==> src/design/mdio_pkg.sv <==
package mdio_pkg;

  // Register addresses (Modbus holding register numbers)
  localparam logic [15:0] MDIO_ADDR_STATUS    = 16'h1f3c;
  localparam logic [15:0] MDIO_ADDR_DIAG_FLAG = 16'h1f3d;
  localparam logic [15:0] MDIO_ADDR_DIAG_LOC  = 16'h1f3e;
  localparam logic [15:0] MDIO_ADDR_IN_IMAGE  = 16'h1f40;
  localparam logic [15:0] MDIO_ADDR_OUT_IMAGE = 16'h2328;

  // Diagnostic flag bit positions, plus the status word error bit
  localparam int MDIO_BIT_OUT_SHORT  = 0;
  localparam int MDIO_BIT_SUP_UNDER  = 2;
  localparam int MDIO_BIT_SUP_SURGE  = 3;
  localparam int MDIO_BIT_SUP_SHORT  = 4;
  localparam int MDIO_BIT_OVERTEMP   = 10;
  localparam int MDIO_BIT_STAT_ERROR = 0;

  // Fault location codes
  localparam logic [15:0] MDIO_LOC_NONE = 16'h0000;

  // Modbus exception codes; MDIO_EXC_BAD_ADDR answers every unmapped read and every write to an address other than MDIO_ADDR_OUT_IMAGE
  localparam logic [7:0] MDIO_EXC_NONE      = 8'h00;
  localparam logic [7:0] MDIO_EXC_BAD_ADDR  = 8'h02;

  // Reset values
  localparam logic [15:0] MDIO_OUT_RESET = 16'h0000;

  // Startup readiness times
  localparam int MDIO_CLK_HZ         = 200_000_000;
  localparam int MDIO_CONN_READY_MS  = 350;
  localparam int MDIO_CYCLIC_READY_MS = 500;
  localparam int MDIO_CONN_READY_CYC   = MDIO_CONN_READY_MS * (MDIO_CLK_HZ / 1000);
  localparam int MDIO_CYCLIC_READY_CYC = MDIO_CYCLIC_READY_MS * (MDIO_CLK_HZ / 1000);

  typedef struct packed {
    logic        valid;
    logic        write;
    logic [15:0] addr;
    logic [15:0] wdata;
    logic        byte_wide;
  } mdio_req_t;

  typedef struct packed {
    logic        valid;
    logic        exc;
    logic [7:0]  exc_code;
    logic [15:0] rdata;
  } mdio_rsp_t;

  typedef struct packed {
    logic [3:0] out_group_short;
    logic       sup_under;
    logic       sup_surge;
    logic       sup_short;
    logic       overtemp;
  } mdio_fault_t;

endpackage : mdio_pkg

==> src/design/mdio_sync.sv <==
`timescale 1ns/1ps
module mdio_sync
  import mdio_pkg::*;
#(
  parameter int WIDTH = 1
)(
  input  wire logic             clock,
  input  wire logic             rstn,
  input  wire logic [WIDTH-1:0] async_in,
  output logic      [WIDTH-1:0] sync_out
);

  logic [WIDTH-1:0] stage1;

  always_ff @(posedge clock)
  begin
    if (!rstn)
    begin
      stage1   <= '0;
      sync_out <= '0;
    end
    else
    begin
      stage1   <= async_in;
      sync_out <= stage1;
    end
  end

endmodule : mdio_sync

==> src/design/mdio_ready_timer.sv <==
`timescale 1ns/1ps
module mdio_ready_timer
  import mdio_pkg::*;
#(
  parameter int COUNT = 1
)(
  input  wire logic clock,
  input  wire logic rstn,
  output logic      done
);

  localparam int CW = $clog2(COUNT + 1);
  localparam logic [CW-1:0] LAST = CW'(COUNT - 1);

  logic [CW-1:0] count;

  // Counts once from reset release, then holds
  always_ff @(posedge clock)
  begin
    if (!rstn)
    begin
      count <= '0;
      done  <= 1'b0;
    end
    else if (!done)
    begin
      if (count == LAST)
        done <= 1'b1;
      else
        count <= count + CW'(1);
    end
  end

endmodule : mdio_ready_timer

==> src/design/mdio_process_image.sv <==
`timescale 1ns/1ps
module mdio_process_image
  import mdio_pkg::*;
#(
  parameter int CHANNELS        = 16,
  parameter int CONN_READY_CYC  = MDIO_CONN_READY_CYC,
  parameter int CYCLIC_READY_CYC = MDIO_CYCLIC_READY_CYC
)(
  input  wire logic                clock,
  input  wire logic                rstn,
  input  wire mdio_req_t           req,
  output mdio_rsp_t                rsp,
  input  wire logic [CHANNELS-1:0] pin_in,
  output logic      [CHANNELS-1:0] pin_out,
  output logic      [CHANNELS-1:0] pin_oe,
  input  wire mdio_fault_t         fault_in,
  output logic                     conn_ready,
  output logic                     cyclic_ready
);

  localparam int GROUPS = CHANNELS / 4;

  logic [CHANNELS-1:0] pin_sync;
  logic [7:0]          fault_sync;
  mdio_fault_t         fault;
  logic [15:0]         output_image_word;
  logic [CHANNELS-1:0] channel_is_output;
  logic [15:0]         input_image_word;
  logic [15:0]         diag_fault_flags;
  logic [15:0]         diag_fault_location;
  logic [15:0]         status_word;
  logic [15:0]         next_rdata;
  logic                next_exc;
  logic                wr_out;

  mdio_sync #(
    .WIDTH (CHANNELS)
  ) u_pin_sync (
    .clock    (clock),
    .rstn     (rstn),
    .async_in (pin_in),
    .sync_out (pin_sync)
  );

  mdio_sync #(
    .WIDTH (8)
  ) u_fault_sync (
    .clock    (clock),
    .rstn     (rstn),
    .async_in (fault_in),
    .sync_out (fault_sync)
  );

  assign fault = mdio_fault_t'(fault_sync);

  mdio_ready_timer #(
    .COUNT (CONN_READY_CYC)
  ) u_conn_timer (
    .clock (clock),
    .rstn  (rstn),
    .done  (conn_ready)
  );

  mdio_ready_timer #(
    .COUNT (CYCLIC_READY_CYC)
  ) u_cyclic_timer (
    .clock (clock),
    .rstn  (rstn),
    .done  (cyclic_ready)
  );

  function automatic logic is_read_only(input logic [15:0] addr);
    is_read_only = (addr == MDIO_ADDR_STATUS) || (addr == MDIO_ADDR_DIAG_FLAG) ||
                   (addr == MDIO_ADDR_DIAG_LOC) || (addr == MDIO_ADDR_IN_IMAGE);
  endfunction : is_read_only

  function automatic logic is_mapped(input logic [15:0] addr);
    is_mapped = is_read_only(addr) || (addr == MDIO_ADDR_OUT_IMAGE);
  endfunction : is_mapped

  assign wr_out = req.valid && req.write && (req.addr == MDIO_ADDR_OUT_IMAGE) && cyclic_ready;

  // Output word; byte-wide writes keep only the low byte
  always_ff @(posedge clock)
  begin
    if (!rstn)
      output_image_word <= MDIO_OUT_RESET;
    else if (wr_out)
    begin
      if (req.byte_wide)
        output_image_word <= {8'h00, req.wdata[7:0]};
      else
        output_image_word <= req.wdata;
    end
  end

  // A channel turns into an output the first time the client sets its bit;
  // clearing the bit drops the driver so the pin can be read again.
  always_comb
  begin
    channel_is_output = output_image_word[CHANNELS-1:0];
  end

  assign pin_out = output_image_word[CHANNELS-1:0];
  assign pin_oe  = channel_is_output;

  genvar g;
  generate
    for (g = 0; g < CHANNELS; g++)
    begin : g_in
      // Driven channels show their commanded state
      assign input_image_word[g] = channel_is_output[g] ? output_image_word[g] : pin_sync[g];
    end
  endgenerate

  always_comb
  begin
    diag_fault_flags = 16'h0000;
    diag_fault_flags[MDIO_BIT_OUT_SHORT] = |fault.out_group_short;
    diag_fault_flags[MDIO_BIT_SUP_UNDER] = fault.sup_under;
    diag_fault_flags[MDIO_BIT_SUP_SURGE] = fault.sup_surge;
    diag_fault_flags[MDIO_BIT_SUP_SHORT] = fault.sup_short;
    diag_fault_flags[MDIO_BIT_OVERTEMP]  = fault.overtemp;
  end

  // Only one group can be reported; the lowest group wins
  always_comb
  begin
    diag_fault_location = MDIO_LOC_NONE;
    for (int i = GROUPS - 1; i >= 0; i--)
    begin
      if (fault.out_group_short[i])
        diag_fault_location = 16'(i + 1);
    end
  end

  always_comb
  begin
    status_word = 16'h0000;
    status_word[MDIO_BIT_STAT_ERROR] = |diag_fault_flags;
  end

  always_comb
  begin
    next_rdata = 16'h0000;
    next_exc   = 1'b0;
    if (req.write)
      next_exc = is_read_only(req.addr) || !is_mapped(req.addr);
    else
    begin
      case (req.addr)
        MDIO_ADDR_STATUS:    next_rdata = status_word;
        MDIO_ADDR_DIAG_FLAG: next_rdata = diag_fault_flags;
        MDIO_ADDR_DIAG_LOC:  next_rdata = diag_fault_location;
        MDIO_ADDR_IN_IMAGE:  next_rdata = input_image_word;
        MDIO_ADDR_OUT_IMAGE: next_rdata = output_image_word;
        default:             next_exc   = 1'b1;
      endcase
      if (req.byte_wide)
        next_rdata[15:8] = 8'h00;
    end
  end

  always_ff @(posedge clock)
  begin
    if (!rstn)
      rsp <= '0;
    else
    begin
      rsp.valid    <= req.valid && conn_ready;
      rsp.exc      <= next_exc;
      rsp.exc_code <= next_exc ? MDIO_EXC_BAD_ADDR : MDIO_EXC_NONE;
      rsp.rdata    <= next_rdata;
    end
  end

endmodule : mdio_process_image

==> config.mk <==
export PLATFORM = sky130hd
export DESIGN_NAME = mdio_process_image
export DESIGN_NICKNAME = d
export VERILOG_FILES = /design/src/design/mdio_pkg.sv /design/src/design/mdio_sync.sv /design/src/design/mdio_ready_timer.sv /design/src/design/mdio_process_image.sv
export SDC_FILE = /design/constraint.sdc
export NUM_CORES = 1
export LEC_CHECK = 0
export BUFFER_PORTS_ARGS = -buffer_cell sky130_fd_sc_hd__buf_2
export CAP_MARGIN = 20
export CORE_AREA = 10 10 154 156
export DETAILED_ROUTE_END_ITERATION = 6
export DIE_AREA = 0 0 164 166
export PLACE_DENSITY = 0.53
export SYNTH_ARGS = -nofsm -noshare
export SYNTH_HDL_FRONTEND = slang
export SYNTH_SLANG_ARGS = --single-unit
==> constraint.sdc <==
create_clock -name clock -period 5.5 [get_ports clock]
set_input_delay 0.275 -clock clock [delete_from_list [all_inputs] [get_ports clock]]
set_output_delay 0.275 -clock clock [all_outputs]
set_load 0.1 [all_outputs]
Word-level counts from Yosys, hierarchy flattened
Index checks and enable logic that the tools add are counted.
{"block": "word_totals", "reg_bits": 146, "in_bits": 61}
{"block": "op_classes", "add_sub_neg": 2, "eq_ne": 7, "mux": 29, "bitwise_logic": 5, "n_reduce_logical": 17}
{"cell": "case mux 16 bit (5 select lines)", "n": 1}
{"cell": "equality test 16 x 13 -> 1 bit, second input constant", "n": 4}
{"cell": "two-way mux 16 bit", "n": 4}
{"cell": "adder 27 x 1 -> 27 bit, second input constant", "n": 2}
{"cell": "equality test 27 bit, second input constant", "n": 2}
{"cell": "two-way mux 1 bit", "n": 22}
{"cell": "equality test 16 x 14 -> 1 bit, second input constant", "n": 1}
{"cell": "OR reduction 8 bit", "n": 1}
{"cell": "logical OR 1 bit", "n": 5}
{"cell": "inverter 1 bit", "n": 5}
{"cell": "OR reduction 5 bit", "n": 1}
{"cell": "logical AND 1 bit", "n": 4}
{"cell": "AND reduction 2 bit", "n": 2}
{"cell": "OR reduction 4 bit", "n": 1}
{"cell": "two-way mux 3 bit", "n": 1}
{"cell": "OR reduction 3 bit", "n": 1}
{"cell": "two-way mux 2 bit", "n": 1}
{"cell": "OR reduction 2 bit", "n": 1}
{"cell": "zero test 1 bit", "n": 1}

Logic depth before layout (Yosys ltp)
Gate-level depths: netlist of the first run.
{"block": "depth", "word_depth": 9, "mapped_depth": 7, "depth_no_buf": 6}

By module
A second synthesis of the first run with hierarchy kept.
{"block": "hier_totals", "cells_unflattened": 606, "hier_area_um2": 5811.8}
{"module": "mdio_process_image", "n_inst": 1, "cells_per_inst": 192, "area_per_inst_um2": 1644.1, "seq_area_each_um2": 680.7}
{"module": "mdio_ready_timer at u_cyclic_timer", "n_inst": 1, "cells_per_inst": 157, "area_per_inst_um2": 1428.9, "seq_area_each_um2": 560.5}
{"module": "mdio_ready_timer at u_conn_timer", "n_inst": 1, "cells_per_inst": 157, "area_per_inst_um2": 1396.3, "seq_area_each_um2": 560.5}
{"module": "mdio_sync at u_pin_sync", "n_inst": 1, "cells_per_inst": 67, "area_per_inst_um2": 895.9, "seq_area_each_um2": 640.6}
{"module": "mdio_sync at u_fault_sync", "n_inst": 1, "cells_per_inst": 33, "area_per_inst_um2": 446.7, "seq_area_each_um2": 320.3}

Worst setup path after synthesis of the first run
No wires, ideal clock.
{"block": "synth_timing", "kind": "reg-to-reg", "start": "register u_cyclic_timer.done", "end": "register u_cyclic_timer.count[21]", "t_arrival_ns": 1.904, "setup_slack_ns": 3.526, "path_stages_with_launch": 6, "path_cell_list": "dfxtp_1 nand4b_1 a21o_1 buf_4 or3_1 a21boi_1"}
{"block": "synth_between", "elab_chain_len": 2}
{"element": "start: declaration", "line_no": "mdio_ready_timer.sv:9", "source": "output logic done"}
{"element": "start signal: assignment", "line_no": "mdio_ready_timer.sv:23", "source": "done <= 1'b0;"}
{"element": "start signal: assignment", "line_no": "mdio_ready_timer.sv:28", "source": "done <= 1'b1;"}
{"element": "inverter 1 bit (no line)"}
{"element": "AND reduction 2 bit (no line)"}
{"element": "end signal: assignment", "line_no": "mdio_ready_timer.sv:30", "source": "count <= count + CW'(1);"}
{"element": "end: declaration", "line_no": "mdio_ready_timer.sv:15", "source": "logic [CW-1:0] count;"}
Every way passes these cells.
A chain may end at the register's enable or synchronous reset.

Worst setup path in the final report of the first run
{"block": "layout_timing", "start": "register u_conn_timer.done", "end": "output conn_ready"}
{"element": "start: declaration", "line_no": "mdio_ready_timer.sv:9"}
{"element": "start signal: assignment", "line_no": "mdio_ready_timer.sv:23"}
{"element": "start signal: assignment", "line_no": "mdio_ready_timer.sv:28"}
{"element": "end: declaration", "line_no": "mdio_process_image.sv:17", "source": "output logic conn_ready,"}
No word-level cell between the ends.

==> results of run 1 <==
==> cells by family (layout without fill, tap and decap cells) <==
family,Yosys count,in the layout,synth area share
mux,7,7,0.0119
compound gates,84,84,0.0877
other cells,1,7,0.000637
xor+xnor,28,28,0.0416
buf+inv,65,160,0.0631
fa+ha+maj,2,2,0.00425
simple gates,303,303,0.322
flops,138,138,0.469
==> per-layer routing <==
metal / track usage / vias up / share of wire
li1: - / 2344 / -
met1: 0.132 / 2152 / 0.46
met2: 0.171 / 99 / 0.47
met3: 0.0359 / 12 / 0.059
met4: 0.0280 / 0 / 0.0081
met5: 0 / - / 0
==> flip-flops by register name (all words and copies together), names as in the netlist <==
| name | flops |
|---|---|
| u_conn_timer.count | 27 |
| u_cyclic_timer.count | 27 |
| rsp | 18 |
| pin_oe | 16 |
| u_pin_sync.stage1 | 16 |
| u_pin_sync.sync_out | 16 |
| u_fault_sync.stage1 | 8 |
| u_fault_sync.sync_out | 8 |
| u_conn_timer.done | 1 |
| u_cyclic_timer.done | 1 |
==> layout by cell type, fill, tap and decap left out, types with 5 or more instances in the layout <==
cell type   synthesis  routed
or4_1               8       8
and2_1             73      73
xnor2_1            15      15
a21boi_1            9       9
o31ai_1             8       8
nor2_1             26      26
or3_1               9       9
nor4_1             10      10
dfxtp_1           138     138
o21ai_0            28      28
nor2b_1             7       7
nor3_1             13      13
xor2_1             13      13
clkbuf_16           0      17
clkinvlp_4          0       5
nand2b_1           11      11
buf_2               3     112
conb_1              1       7
nand4_1             8       8
nand4b_1           12      12
nor4_2              6       6
inv_1              13      13
a21oi_1            18      18
mux2i_1             7       7
nand3_1            27      27
nand2_1            54      54
==> worst register-to-register path, delay by kind of cell (launching register included) <==
family	cells	cell delay, ps
mux	1	230
simple gates	4	1330
flops	1	410
==> area by class of cell <==
type                    count  area share
inverters                  13     0.00681
multi-input cells         431       0.389
clock buffers              19      0.0632
well taps                 275      0.0480
clock inverters            13      0.0264
flip-flops and latches    138       0.386
repair buffers            115      0.0814
==> power by group through the flow <==
stage	clock network, W	registers [W]	logic, W
2_1_floorplan	0	0.00105	0.0000688
3_3_place_gp	0	0.00105	0.000102
3_5_place_dp	0	0.00105	0.000102
4_1_cts	0.00126	0.00103	0.000103
5_1_grt	0.00129	0.00103	0.000112
6_report	0.00123	0.00103	0.000101
==> Yosys cell counts (2+ instances only) <==
cell      count  area, sq um
dfxtp_1     138         2760
and2_1       73          457
nand2_1      54          203
o21ai_0      28          140
nand3_1      27          135
buf_4        26          195
nor2_1       26         97.6
clkbuf_1     19         71.3
a21oi_1      18         90.1
xnor2_1      15          131
inv_1        13         48.8
nor3_1       13         65.1
xor2_1       13          114
nand4b_1     12          105
nand2b_1     11         68.8
nor4_1       10         62.6
a21boi_1      9         67.6
or3_1         9         56.3
nand4_1       8         50.1
o31ai_1       8         60.1
or4_1         8         60.1
mux2i_1       7         70.1
nor2b_1       7         43.8
nor4_2        6         75.1
a22oi_1       4         30.0
nor4b_1       4         35.0
and3_1        3         18.8
and3b_1       3         26.3
buf_2         3         15.0
nand4_2       3         37.5
nor3_2        3         30.0
o211ai_1      3         22.5
o21ai_1       3         15.0
buf_6         2         22.5
ha_1          2         25.0
nand3_2       2         20.0
nand3b_1      2         15.0
nor3b_1       2         15.0
nor4_4        2         42.5
nor4b_4       2         47.6
o41ai_1       2         17.5
or4_4         2         22.5
or4b_1        2         20.0
or4b_2        2         20.0
==> through the flow <==
step	cell area (sq um)	util	instances	worst slack, ps	hold WS, ps
finish	7160	0.346	1004	3350	58.9
global route	7160	0.346	1004	3230	41.3
CTS	7160	0.346	1004	3330	41.5
detailed placement	6520	0.315	972	3080	417
global placement	6520	0.315	972	3080	414
floorplan	5910	-	634	3530	354
==> how the worst min path moves through the flow <==
stage	startpoint	to	slack, ps	depth (start not counted)
after global placement	u_pin_sync.stage1[7]	u_pin_sync.sync_out[7]	410	1
after CTS	pin_in[5]	u_pin_sync.stage1[5]	40	2
after global routing	pin_in[8]	u_pin_sync.stage1[8]	40	2
after detailed placement	u_pin_sync.stage1[0]	u_pin_sync.sync_out[0]	420	1
after floorplan	req[0]	rsp[10]	350	1
final	pin_in[5]	u_pin_sync.stage1[5]	60	2
==> results.md, run 1 <==
- Worst Path Max Fanout: 25
- CP arrival: 1880 ps
- Root buffer cell: clkbuf_16
- Area growth from synthesis to layout: 21.6%
- Multi-input combinational cell area: ~2800 sq um
- Internal power: between 0.0015 and 0.002 W
- Seq cells post-synth: approximately 140
- GP Congestion: about 0.8
- Worst skew pair latency: 420 ps
- Synth unique cells: 63
- Final wirelength: about 14000 um
- Critical Path Source: u_conn_timer.done
- Fin crit share: 0.391
- Post-synth EDFFs: 0
- CTS resizes: 0
- Vias in the first global route: 4519
- Final number of setup-violating endpoints: 0
- Clk_skew: 7.82 ps
- FF-to-FF Start: u_conn_timer.count[2]
- IO Port Bufs: 113
- HP Class: in2reg
- Relative slew slack: 0.338
- Final Hold Viols: 0
- Register Area: 2760 sq um
- Reg2reg end: u_conn_timer.count[17]
- Status: finished, final reports clean
- RSZ-0062 raised after global routing: false
- CP Depth: 1
- Fin crit period: about 2200 ps
- Peak supply drop: 0.000219 V
- CP Class: reg2out
- Pins Over Slew Limit: 0
- Number of max-cap violations: 0
- Register share of total power: 0.436
- Nets: between 700 and 800
- Row cnt: 53
- Sw frac: 0.220
- # fillers: 2139
- Vias: 4607
- Total CTS buffers: 17
- CP Capture Type: primary output
- GRT Util Overall: 0.106
- Iter 0 DRT Violations: 220
- Tot Pwr: 0.00236 W
- CTS H-tree lvls: 4
- Worst EP required: ~5200 ps
- Async set or reset register ratio after synthesis: 0
- Worst setup endpoint: conn_ready
- DP HPWL: roughly 10000 um
- Cts hold-fix bufs: 0
- Setup tns final: 0 ps
- Leakage: 2.84 nW
- Vias/cell: roughly 4.6
- Psw: 0.000520 W
- Wirelength per Cell: between 10 and 15 um
- Core Area: 20700 sq um
- Ys flop type: dfxtp_1
- Post-CTS setup buffers: 0
- Sequential share of the synthesized area: 0.469
- Syn_area_per_cell: about 9.4 sq um
- Clk pin slew, worst setup/hold paths: 60 ps
- Largest net degree at the start of global routing: 99
- Worst slew pin tran: between 900 and 1000 ps
- IO Pins: approximately 120
- Comb power frac: 0.043
- Post-Syn Area: just under 6000 sq um
- Reg2reg setup slack: ~3500 ps
- Drt first pass iters: 4
- DIE AREA: approximately 27000 sq um
- Slowest-stage cell, CP: dfxtp_1
- Die Y: 166 um
- Reg2Reg Depth: 5
- Achievable Freq: approximately 460 MHz
- Total grt overflow: 0
- CP Buf/Inv Count: 1
- First-pass GRT wire length: between 20000 and 25000 um
- DRC: 0
- Die width: 164 um
- CTS tree: built
- Maximum buffer depth of the clock tree: 2
- Largest delay share family, worst path: flip-flops
- Largest stage delay, worst path: 890 ps
- Crit-path cells: buf_2
- Remaining antenna violation count after routing: 0
- N_diodes: 0
- Pwr dens: 330 nW/um^2
- Crit start category: flip-flop
- Clk sinks: 138
- Share of cells above drive strength 1: 0.236
- Antenna violations before repair: 0
- Clk pwr share: 0.521
- Ys Warns: 0
- Initial Util: 0.285
- Post-Syn Instances: 628
No activity file was read; power rests on OpenSTA's default activity.
==> run 2: changes to the inputs <==
--- a/config.mk
+++ b/config.mk
@@ -10,7 +10,7 @@
 export CORE_AREA = 10 10 154 156
 export DETAILED_ROUTE_END_ITERATION = 6
 export DIE_AREA = 0 0 164 166
-export PLACE_DENSITY = 0.53
+export PLACE_DENSITY = 0.55
 export SYNTH_ARGS = -nofsm -noshare
 export SYNTH_HDL_FRONTEND = slang
 export SYNTH_SLANG_ARGS = --single-unit
==> constraint.sdc (replaced) <==
create_clock -name clock -period 1.75 [get_ports clock]
set_input_delay 0.0875 -clock clock [delete_from_list [all_inputs] [get_ports clock]]
set_output_delay 0.0875 -clock clock [all_outputs]
set_load 0.1 [all_outputs]
==> run 2 against run 1 <==
Effect of this change: the run now ends with negative setup slack left; sequential cell count is the same; combinational power grew to 4.2 times the previous value; sequential power grew to 3.1 times the previous value; critical path type is now reg2reg; largest cell class unchanged; largest power group unchanged.
==> results.md, run 2 (synthesis results as in run 1) <==
- Status: finished, violations left (was finished, final reports clean)
- Failing checks: negative setup slack
- Core Area: 20700 sq um (unchanged)
- Leakage: 3.53 nW (was 2.84 nW)
- Clk sinks: 138 (unchanged)
- Clk pin slew, worst setup/hold paths: 60 ps (about the same)
- N_diodes: 0 (unchanged)
- Peak supply drop: 0.000631 V (was 0.000219 V)
- Fin crit share: 1.04
- Largest net degree at the start of global routing: 86 (was 99)
- Reg2Reg Depth: 5 (unchanged)
- CTS tree: built (unchanged)
- Worst Path Max Fanout: 5 (was 25)
- Fin crit period: 1830 ps
- Nets: 891 (was 779)
- Iter 0 DRT Violations: 229 (was 220)
- Cells on Worst Hold Path: 3 (was 2)
- Root buffer cell: clkbuf_16 (unchanged)
- Die width: 164 um (unchanged)
- DP HPWL: 10800 um (was 10200 um)
- Fin worst setup slack: -77.0 ps (was 3350 ps)
- Crit start category: flip-flop (unchanged)
- Total CTS buffers: 17 (unchanged)
- Comb power frac: 0.057 (was 0.043)
- IO Pins: 121 (unchanged)
- GRT Util Overall: 0.113 (was 0.106)
- WHS Endpoint: rsp[0] (was u_pin_sync.stage1[5])
- Clk pwr share: 0.509 (was 0.521)
- Achievable Freq: 547 MHz
- Worst skew pair latency: 420 ps (about the same)
- Top Registers: u_conn_timer.count (27), u_cyclic_timer.count (27), rsp (18) (unchanged)
- Pre-CTS setup slack: -132 ps (was 3080 ps)
- Remaining antenna violation count after routing: 0 (unchanged)
- HP Start: req[17] (was pin_in[5])
- CP Capture Type: flip-flop (was primary output)
- Area growth from synthesis to layout: 43.6% (was 21.6%)
- Reg2reg end: u_cyclic_timer.count[6] (was u_conn_timer.count[17])
- Number of max-cap violations: 0 (unchanged)
- Most frequent cells in the layout: 120 x dfxtp_1, 112 x buf_2, 73 x and2_1 (was 138 x dfxtp_1, 112 x buf_2, 73 x and2_1)
- Die Y: 166 um (unchanged)
- Critical Path Source: u_cyclic_timer.count[11] (was u_conn_timer.done)
- Final Hold Viols: 0 (unchanged)
- Dpl cell area: 6980 sq um (was 6520 sq um)
- RSZ-0062 raised after global routing: true (was false)
- FF-to-FF Start: u_cyclic_timer.count[11] (was u_conn_timer.count[2])
- Commonest non-fill, non-tap cell in the layout: dfxtp_1 (unchanged)
- CP Class: reg2reg (was reg2out)
- Vias in the first global route: 4945 (was 4519)
- Final hold slack: 49.2 ps (was 58.9 ps)
- Final Util: 0.409 (was 0.346)
- Psw: 0.00166 W (was 0.000520 W)
- Total grt overflow: 0 (unchanged)
- Maximum buffer depth of the clock tree: 2 (unchanged)
- Share of cells above drive strength 1: 0.340 (was 0.236)
- GP Congestion: 0.802 (was 0.798)
- Worst EP required: 2050 ps (was 5220 ps)
- Wirelength per Cell: 14.1 um (was 14.3 um)
- HP Class: in2reg (unchanged)
- Fin area: 8450 sq um (was 7160 sq um)
- First-pass GRT wire length: 25300 um (was 23600 um)
- Final number of setup-violating endpoints: 16 (was 0)
- IO Port Bufs: 113 (unchanged)
- Vias/cell: 4.52 (was 4.59)
- Internal power: 0.00577 W (was 0.00184 W)
- Clk_skew: 6.09 ps (was 7.82 ps)
- Sw frac: 0.224 (was 0.220)
- Vias: 5042 (was 4607)
- DIE AREA: 27200 sq um (unchanged)
- CP arrival: 2130 ps (was 1880 ps)
- CTS H-tree lvls: 4 (unchanged)
- Register share of total power: 0.433 (was 0.436)
- DRC: 0 (unchanged)
- Drt first pass iters: 4 (unchanged)
- Pins Over Slew Limit: 0 (unchanged)
- Reg2reg setup slack: -80 ps (was 3460 ps)
- Row cnt: 53 (unchanged)
- Pwr dens: 880 nW/um^2 (was 330 nW/um^2)
- Tot Pwr: 0.00744 W (was 0.00236 W)
- Initial Util: 0.285 (unchanged)
- Antenna violations before repair: 0 (unchanged)
- Final wirelength: 15700 um (was 14300 um)
-- run 2: cell types whose count changed in the layout (fill, tap and decap cells not counted), sizes merged --
cell	before	now
buf	115	184
bufinv	4	3
clkbuf	19	21
clkinv	1	4
clkinvlp	5	1
dlygate4sd3	0	43
-- run 2: layout make-up --
class / instances / area, sq um
Sequential cell: 138 / 2800
Tap cell: 275 / 344
Clock buffer: 21 / 470
Multi-Input combinational cell: 431 / 3050
Timing Repair Buffer: 227 / 1580
Inverter: 13 / 48.8
Clock inverter: 11 / 159
Fill cell: 2004 / 12200
-- run 2: worst max path at each step --
stage | to | cells past startpoint
2_1_floorplan | u_conn_timer.count[20] | 7
3_3_place_gp | u_cyclic_timer.count[3] | 5
3_5_place_dp | u_cyclic_timer.count[5] | 5
4_1_cts | u_cyclic_timer.count[6] | 5
5_1_grt | u_cyclic_timer.count[10] | 6
6_report | u_cyclic_timer.count[6] | 5
-- run 2: worst max-delay path, cell delays in order, from the launching register on --
cell and delay, ps:
dfxtp_1 310, or4_4 540, nor4_4 340, nor3b_4 330, or4_1 150, a21boi_1 50
-- run 2: metal layers --
metal	track usage	part of all wire
met5	0	0
met2	0.175	0.45
met4	0.0428	0.010
met3	0.0315	0.066
met1	0.145	0.47
-- run 2: timing repair --
item                                    in CTS  in global routing
hold endpoints to repair                    43                  0
endpoints found under the setup margin      36                 45
pin swaps                                    5                 27
gates resized for setup                     28                 56
gates cloned                                 2                  1
hold buffers                                43                  0
buffers inserted                             2                  8
-- run 2: power by group through the flow --
stage	Clock, W	Sequential (W)	Combinational (W)
6_report	0.00379	0.00322	0.000426
5_1_grt	0.00401	0.00323	0.000468
4_1_cts	0.00387	0.00323	0.000420
3_5_place_dp	0	0.00330	0.000342
3_3_place_gp	0	0.00330	0.000341
2_1_floorplan	0	0.00331	0.000216
-- run 2: metrics by stage --
| stage | cells | setup TNS [ps] |
|---|---|---|
| 6_report | 1116 | -635 |
| 5_1_grt | 1116 | -2630 |
| 4_1_cts | 1108 | -866 |
| 3_5_place_dp | 1029 | -2200 |
| 3_3_place_gp | 1029 | -1330 |
| 2_1_floorplan | 634 | 0 |
==> run 3: changes to the inputs <==
--- a/config.mk
+++ b/config.mk
@@ -7,10 +7,13 @@
 export LEC_CHECK = 0
 export BUFFER_PORTS_ARGS = -buffer_cell sky130_fd_sc_hd__buf_2
 export CAP_MARGIN = 20
+export CELL_PAD_IN_SITES_DETAIL_PLACEMENT = 1
+export CELL_PAD_IN_SITES_GLOBAL_PLACEMENT = 1
 export CORE_AREA = 10 10 154 156
 export DETAILED_ROUTE_END_ITERATION = 6
 export DIE_AREA = 0 0 164 166
-export PLACE_DENSITY = 0.55
+export PLACE_DENSITY = 0.67
+export SKIP_CTS_REPAIR_TIMING = 1
 export SYNTH_ARGS = -nofsm -noshare
 export SYNTH_HDL_FRONTEND = slang
 export SYNTH_SLANG_ARGS = --single-unit
==> run 3 against run 2 <==
Effect of this change: critical path depth grew 1; worst hold slack lost 46 ps; die area is the same; utilization shrank 0.16 points; critical endpoint is now u_cyclic_timer.count[3]; global-route usage grew 0.83 points; final cell count shrank 0.45%; worst setup slack lost 41 ps; combinational power grew 1%; final area shrank 0.40%; sequential power is essentially flat; sequential share of layout area is essentially flat; count of clock-buffer cells in the layout shrank 4; the flow still finishes with violations (negative setup slack).
==> results.md, run 3 (synthesis results as in run 1) <==
- Failing checks: negative setup slack (unchanged)
- Leakage: 3.56 nW (was 3.53 nW)
- Peak supply drop: 0.000682 V (was 0.000631 V)
- IO Port Bufs: 113 (unchanged)
- Clk_skew: 9.63 ps (was 6.09 ps)
- Most frequent cells in the layout: 123 x dfxtp_1, 112 x buf_2, 73 x and2_1 (was 120 x dfxtp_1, 112 x buf_2, 73 x and2_1)
- Wirelength per Cell: 16.2 um (was 14.1 um)
- Remaining antenna violation count after routing: 0 (unchanged)
- Dpl cell area: 6990 sq um (was 6980 sq um)
- Initial Util: 0.285 (unchanged)
- Final number of setup-violating endpoints: 29 (was 16)
- Achievable Freq: 535 MHz (was 547 MHz)
- Fin worst setup slack: -118 ps (was -77.0 ps)
- HP Class: in2reg (unchanged)
- Relative slew slack: 0.653
- Setup tns final: -1450 ps (was -635 ps)
- Core Area: 20700 sq um (unchanged)
- CP Class: reg2reg (unchanged)
- Final Util: 0.407 (was 0.409)
- Total grt overflow: 0 (unchanged)
- Clk sinks: 138 (unchanged)
- Drt first pass iters: 4 (unchanged)
- Area growth from synthesis to layout: 43.0% (was 43.6%)
- GP Congestion: 0.798 (was 0.802)
- Root buffer cell: clkbuf_16 (unchanged)
- Pre-CTS setup slack: -176 ps (was -132 ps)
- Vias/cell: 4.66 (was 4.52)
- Fin crit period: 1870 ps (was 1830 ps)
- Die Y: 166 um (unchanged)
- Nets: 885 (was 891)
- Layout Cells excl Fill: 1111 (was 1116)
- FF-to-FF Start: u_cyclic_timer.count[10] (was u_cyclic_timer.count[11])
- Antenna violations before repair: 1 (was 0)
- HP Start: req[33] (was req[17])
- Final wirelength: 17900 um (was 15700 um)
- CP Capture Type: flip-flop (unchanged)
- Vias in the first global route: 5160 (was 4945)
- GRT met3 Usage: 0.0364 (was 0.0315)
- Grt met2 use: 0.192 (was 0.175)
- Reg2reg end: u_cyclic_timer.count[3] (was u_cyclic_timer.count[6])
- Top Registers: u_conn_timer.count (27), u_cyclic_timer.count (27), rsp (18) (unchanged)
- GR peak layer: met2 (unchanged)
- CP arrival: 2180 ps (was 2130 ps)
- Number of max-cap violations: 0 (unchanged)
- DRC: 0 (unchanged)
- GRT Util Overall: 0.121 (was 0.113)
- Placed insts: 1030 (was 1029)
- Share of cells above drive strength 1: 0.337 (was 0.340)
- Routing usage on met1: 0.152 (was 0.145)
- Vias: 5177 (was 5042)
- WHS Endpoint: rsp[17] (was rsp[0])
- Final Hold Viols: 0 (unchanged)
- Reg2Reg Depth: 6 (was 5)
- Clk pin slew, worst setup/hold paths: 60 ps (about the same)
- Fin area: 8420 sq um (was 8450 sq um)
- Reg2reg setup slack: -120 ps (was -80 ps)
- Worst slew pin tran: 525 ps
- Fin crit share: 1.07 (was 1.04)
- Worst skew pair latency: 420 ps (about the same)
- Row cnt: 53 (unchanged)
- Pins Over Slew Limit: 0 (unchanged)
- RSZ-0062 raised after global routing: true (unchanged)
- First-pass GRT wire length: 26700 um (was 25300 um)
- Die width: 164 um (unchanged)
- Pwr dens: 874 nW/um^2 (was 880 nW/um^2)
- Crit start category: flip-flop (unchanged)
- Commonest non-fill, non-tap cell in the layout: dfxtp_1 (unchanged)
- Worst EP required: 2070 ps (was 2050 ps)
- Iter 0 DRT Violations: 263 (was 229)
- DIE AREA: 27200 sq um (unchanged)
- Largest net degree at the start of global routing: 69 (was 86)
- Total CTS buffers: 17 (unchanged)
- Cells on Worst Hold Path: 3 (unchanged)
- CTS tree: built (unchanged)
- IO Pins: 121 (unchanged)
- DP HPWL: 12200 um (was 10800 um)
- Maximum buffer depth of the clock tree: 2 (unchanged)
- Status: finished, violations left (unchanged)
- CTS H-tree lvls: 4 (unchanged)
- Worst Path Max Fanout: 6 (was 5)
-- run 3: cell types whose count changed in the layout (fill, tap and decap cells not counted), sizes merged --
cell,delta
bufinv,-1
clkbuf,-4
a21o,+1
clkinvlp,+1
buf,-5
clkinv,-1
inv,+5
dlygate4sd3,-2
diode,+1
-- run 3: final cells by class --
cell class / instances / area [sq um]
Antenna cell: 1 / 2.50
Clock buffer: 17 / 425
Clock inverter: 15 / 183
Fill cell: 2372 / 12300
Multi-Input combinational cell: 432 / 3110
Sequential cell: 138 / 2790
Inverter: 13 / 48.8
Timing Repair Buffer: 220 / 1510
Tap cell: 275 / 344
-- run 3: per-stage QoR --
step,power [W],hold slack [ps]
floorplan,0.00352,167
global placement,0.00364,295
detailed placement,0.00365,298
CTS,0.00738,-152
global route,0.00766,19.3
finish,0.00736,3.31
-- run 3: how the worst max path moves through the flow --
stage / from / cells after the start / to / slack (ps)
6_report: u_cyclic_timer.count[10] / 6 / u_cyclic_timer.count[3] / -120
4_1_cts: u_cyclic_timer.count[10] / 5 / u_cyclic_timer.count[23] / -200
3_5_place_dp: u_cyclic_timer.count[10] / 5 / u_cyclic_timer.count[23] / -180
3_3_place_gp: u_cyclic_timer.count[10] / 5 / u_cyclic_timer.count[3] / -110
2_1_floorplan: u_conn_timer.count[11] / 7 / u_conn_timer.count[20] / 3
5_1_grt: u_cyclic_timer.count[10] / 5 / u_cyclic_timer.count[6] / -240
-- run 3: layer usage --
layer | part of all wire | wire length, um
met5 | 0 | 0
met4 | 0.015 | 277
met3 | 0.048 | 869
met2 | 0.48 | 8630
met1 | 0.46 | 8170
-- run 3: report_power, final --
group | internal [W] | switching, W | total [W]
Clock | 0.00216 | 0.00154 | 0.00370
Sequential | 0.00320 | 0.0000263 | 0.00323
Combinational | 0.000192 | 0.000238 | 0.000431
-- run 3: worst max-delay path, cell delays in order, from the launching register on --
cell	delay (ps)
dfxtp_2	320
or4_4	540
nor4_4	360
buf_4	190
a21o_4	160
xnor2_2	60
and2_1	140
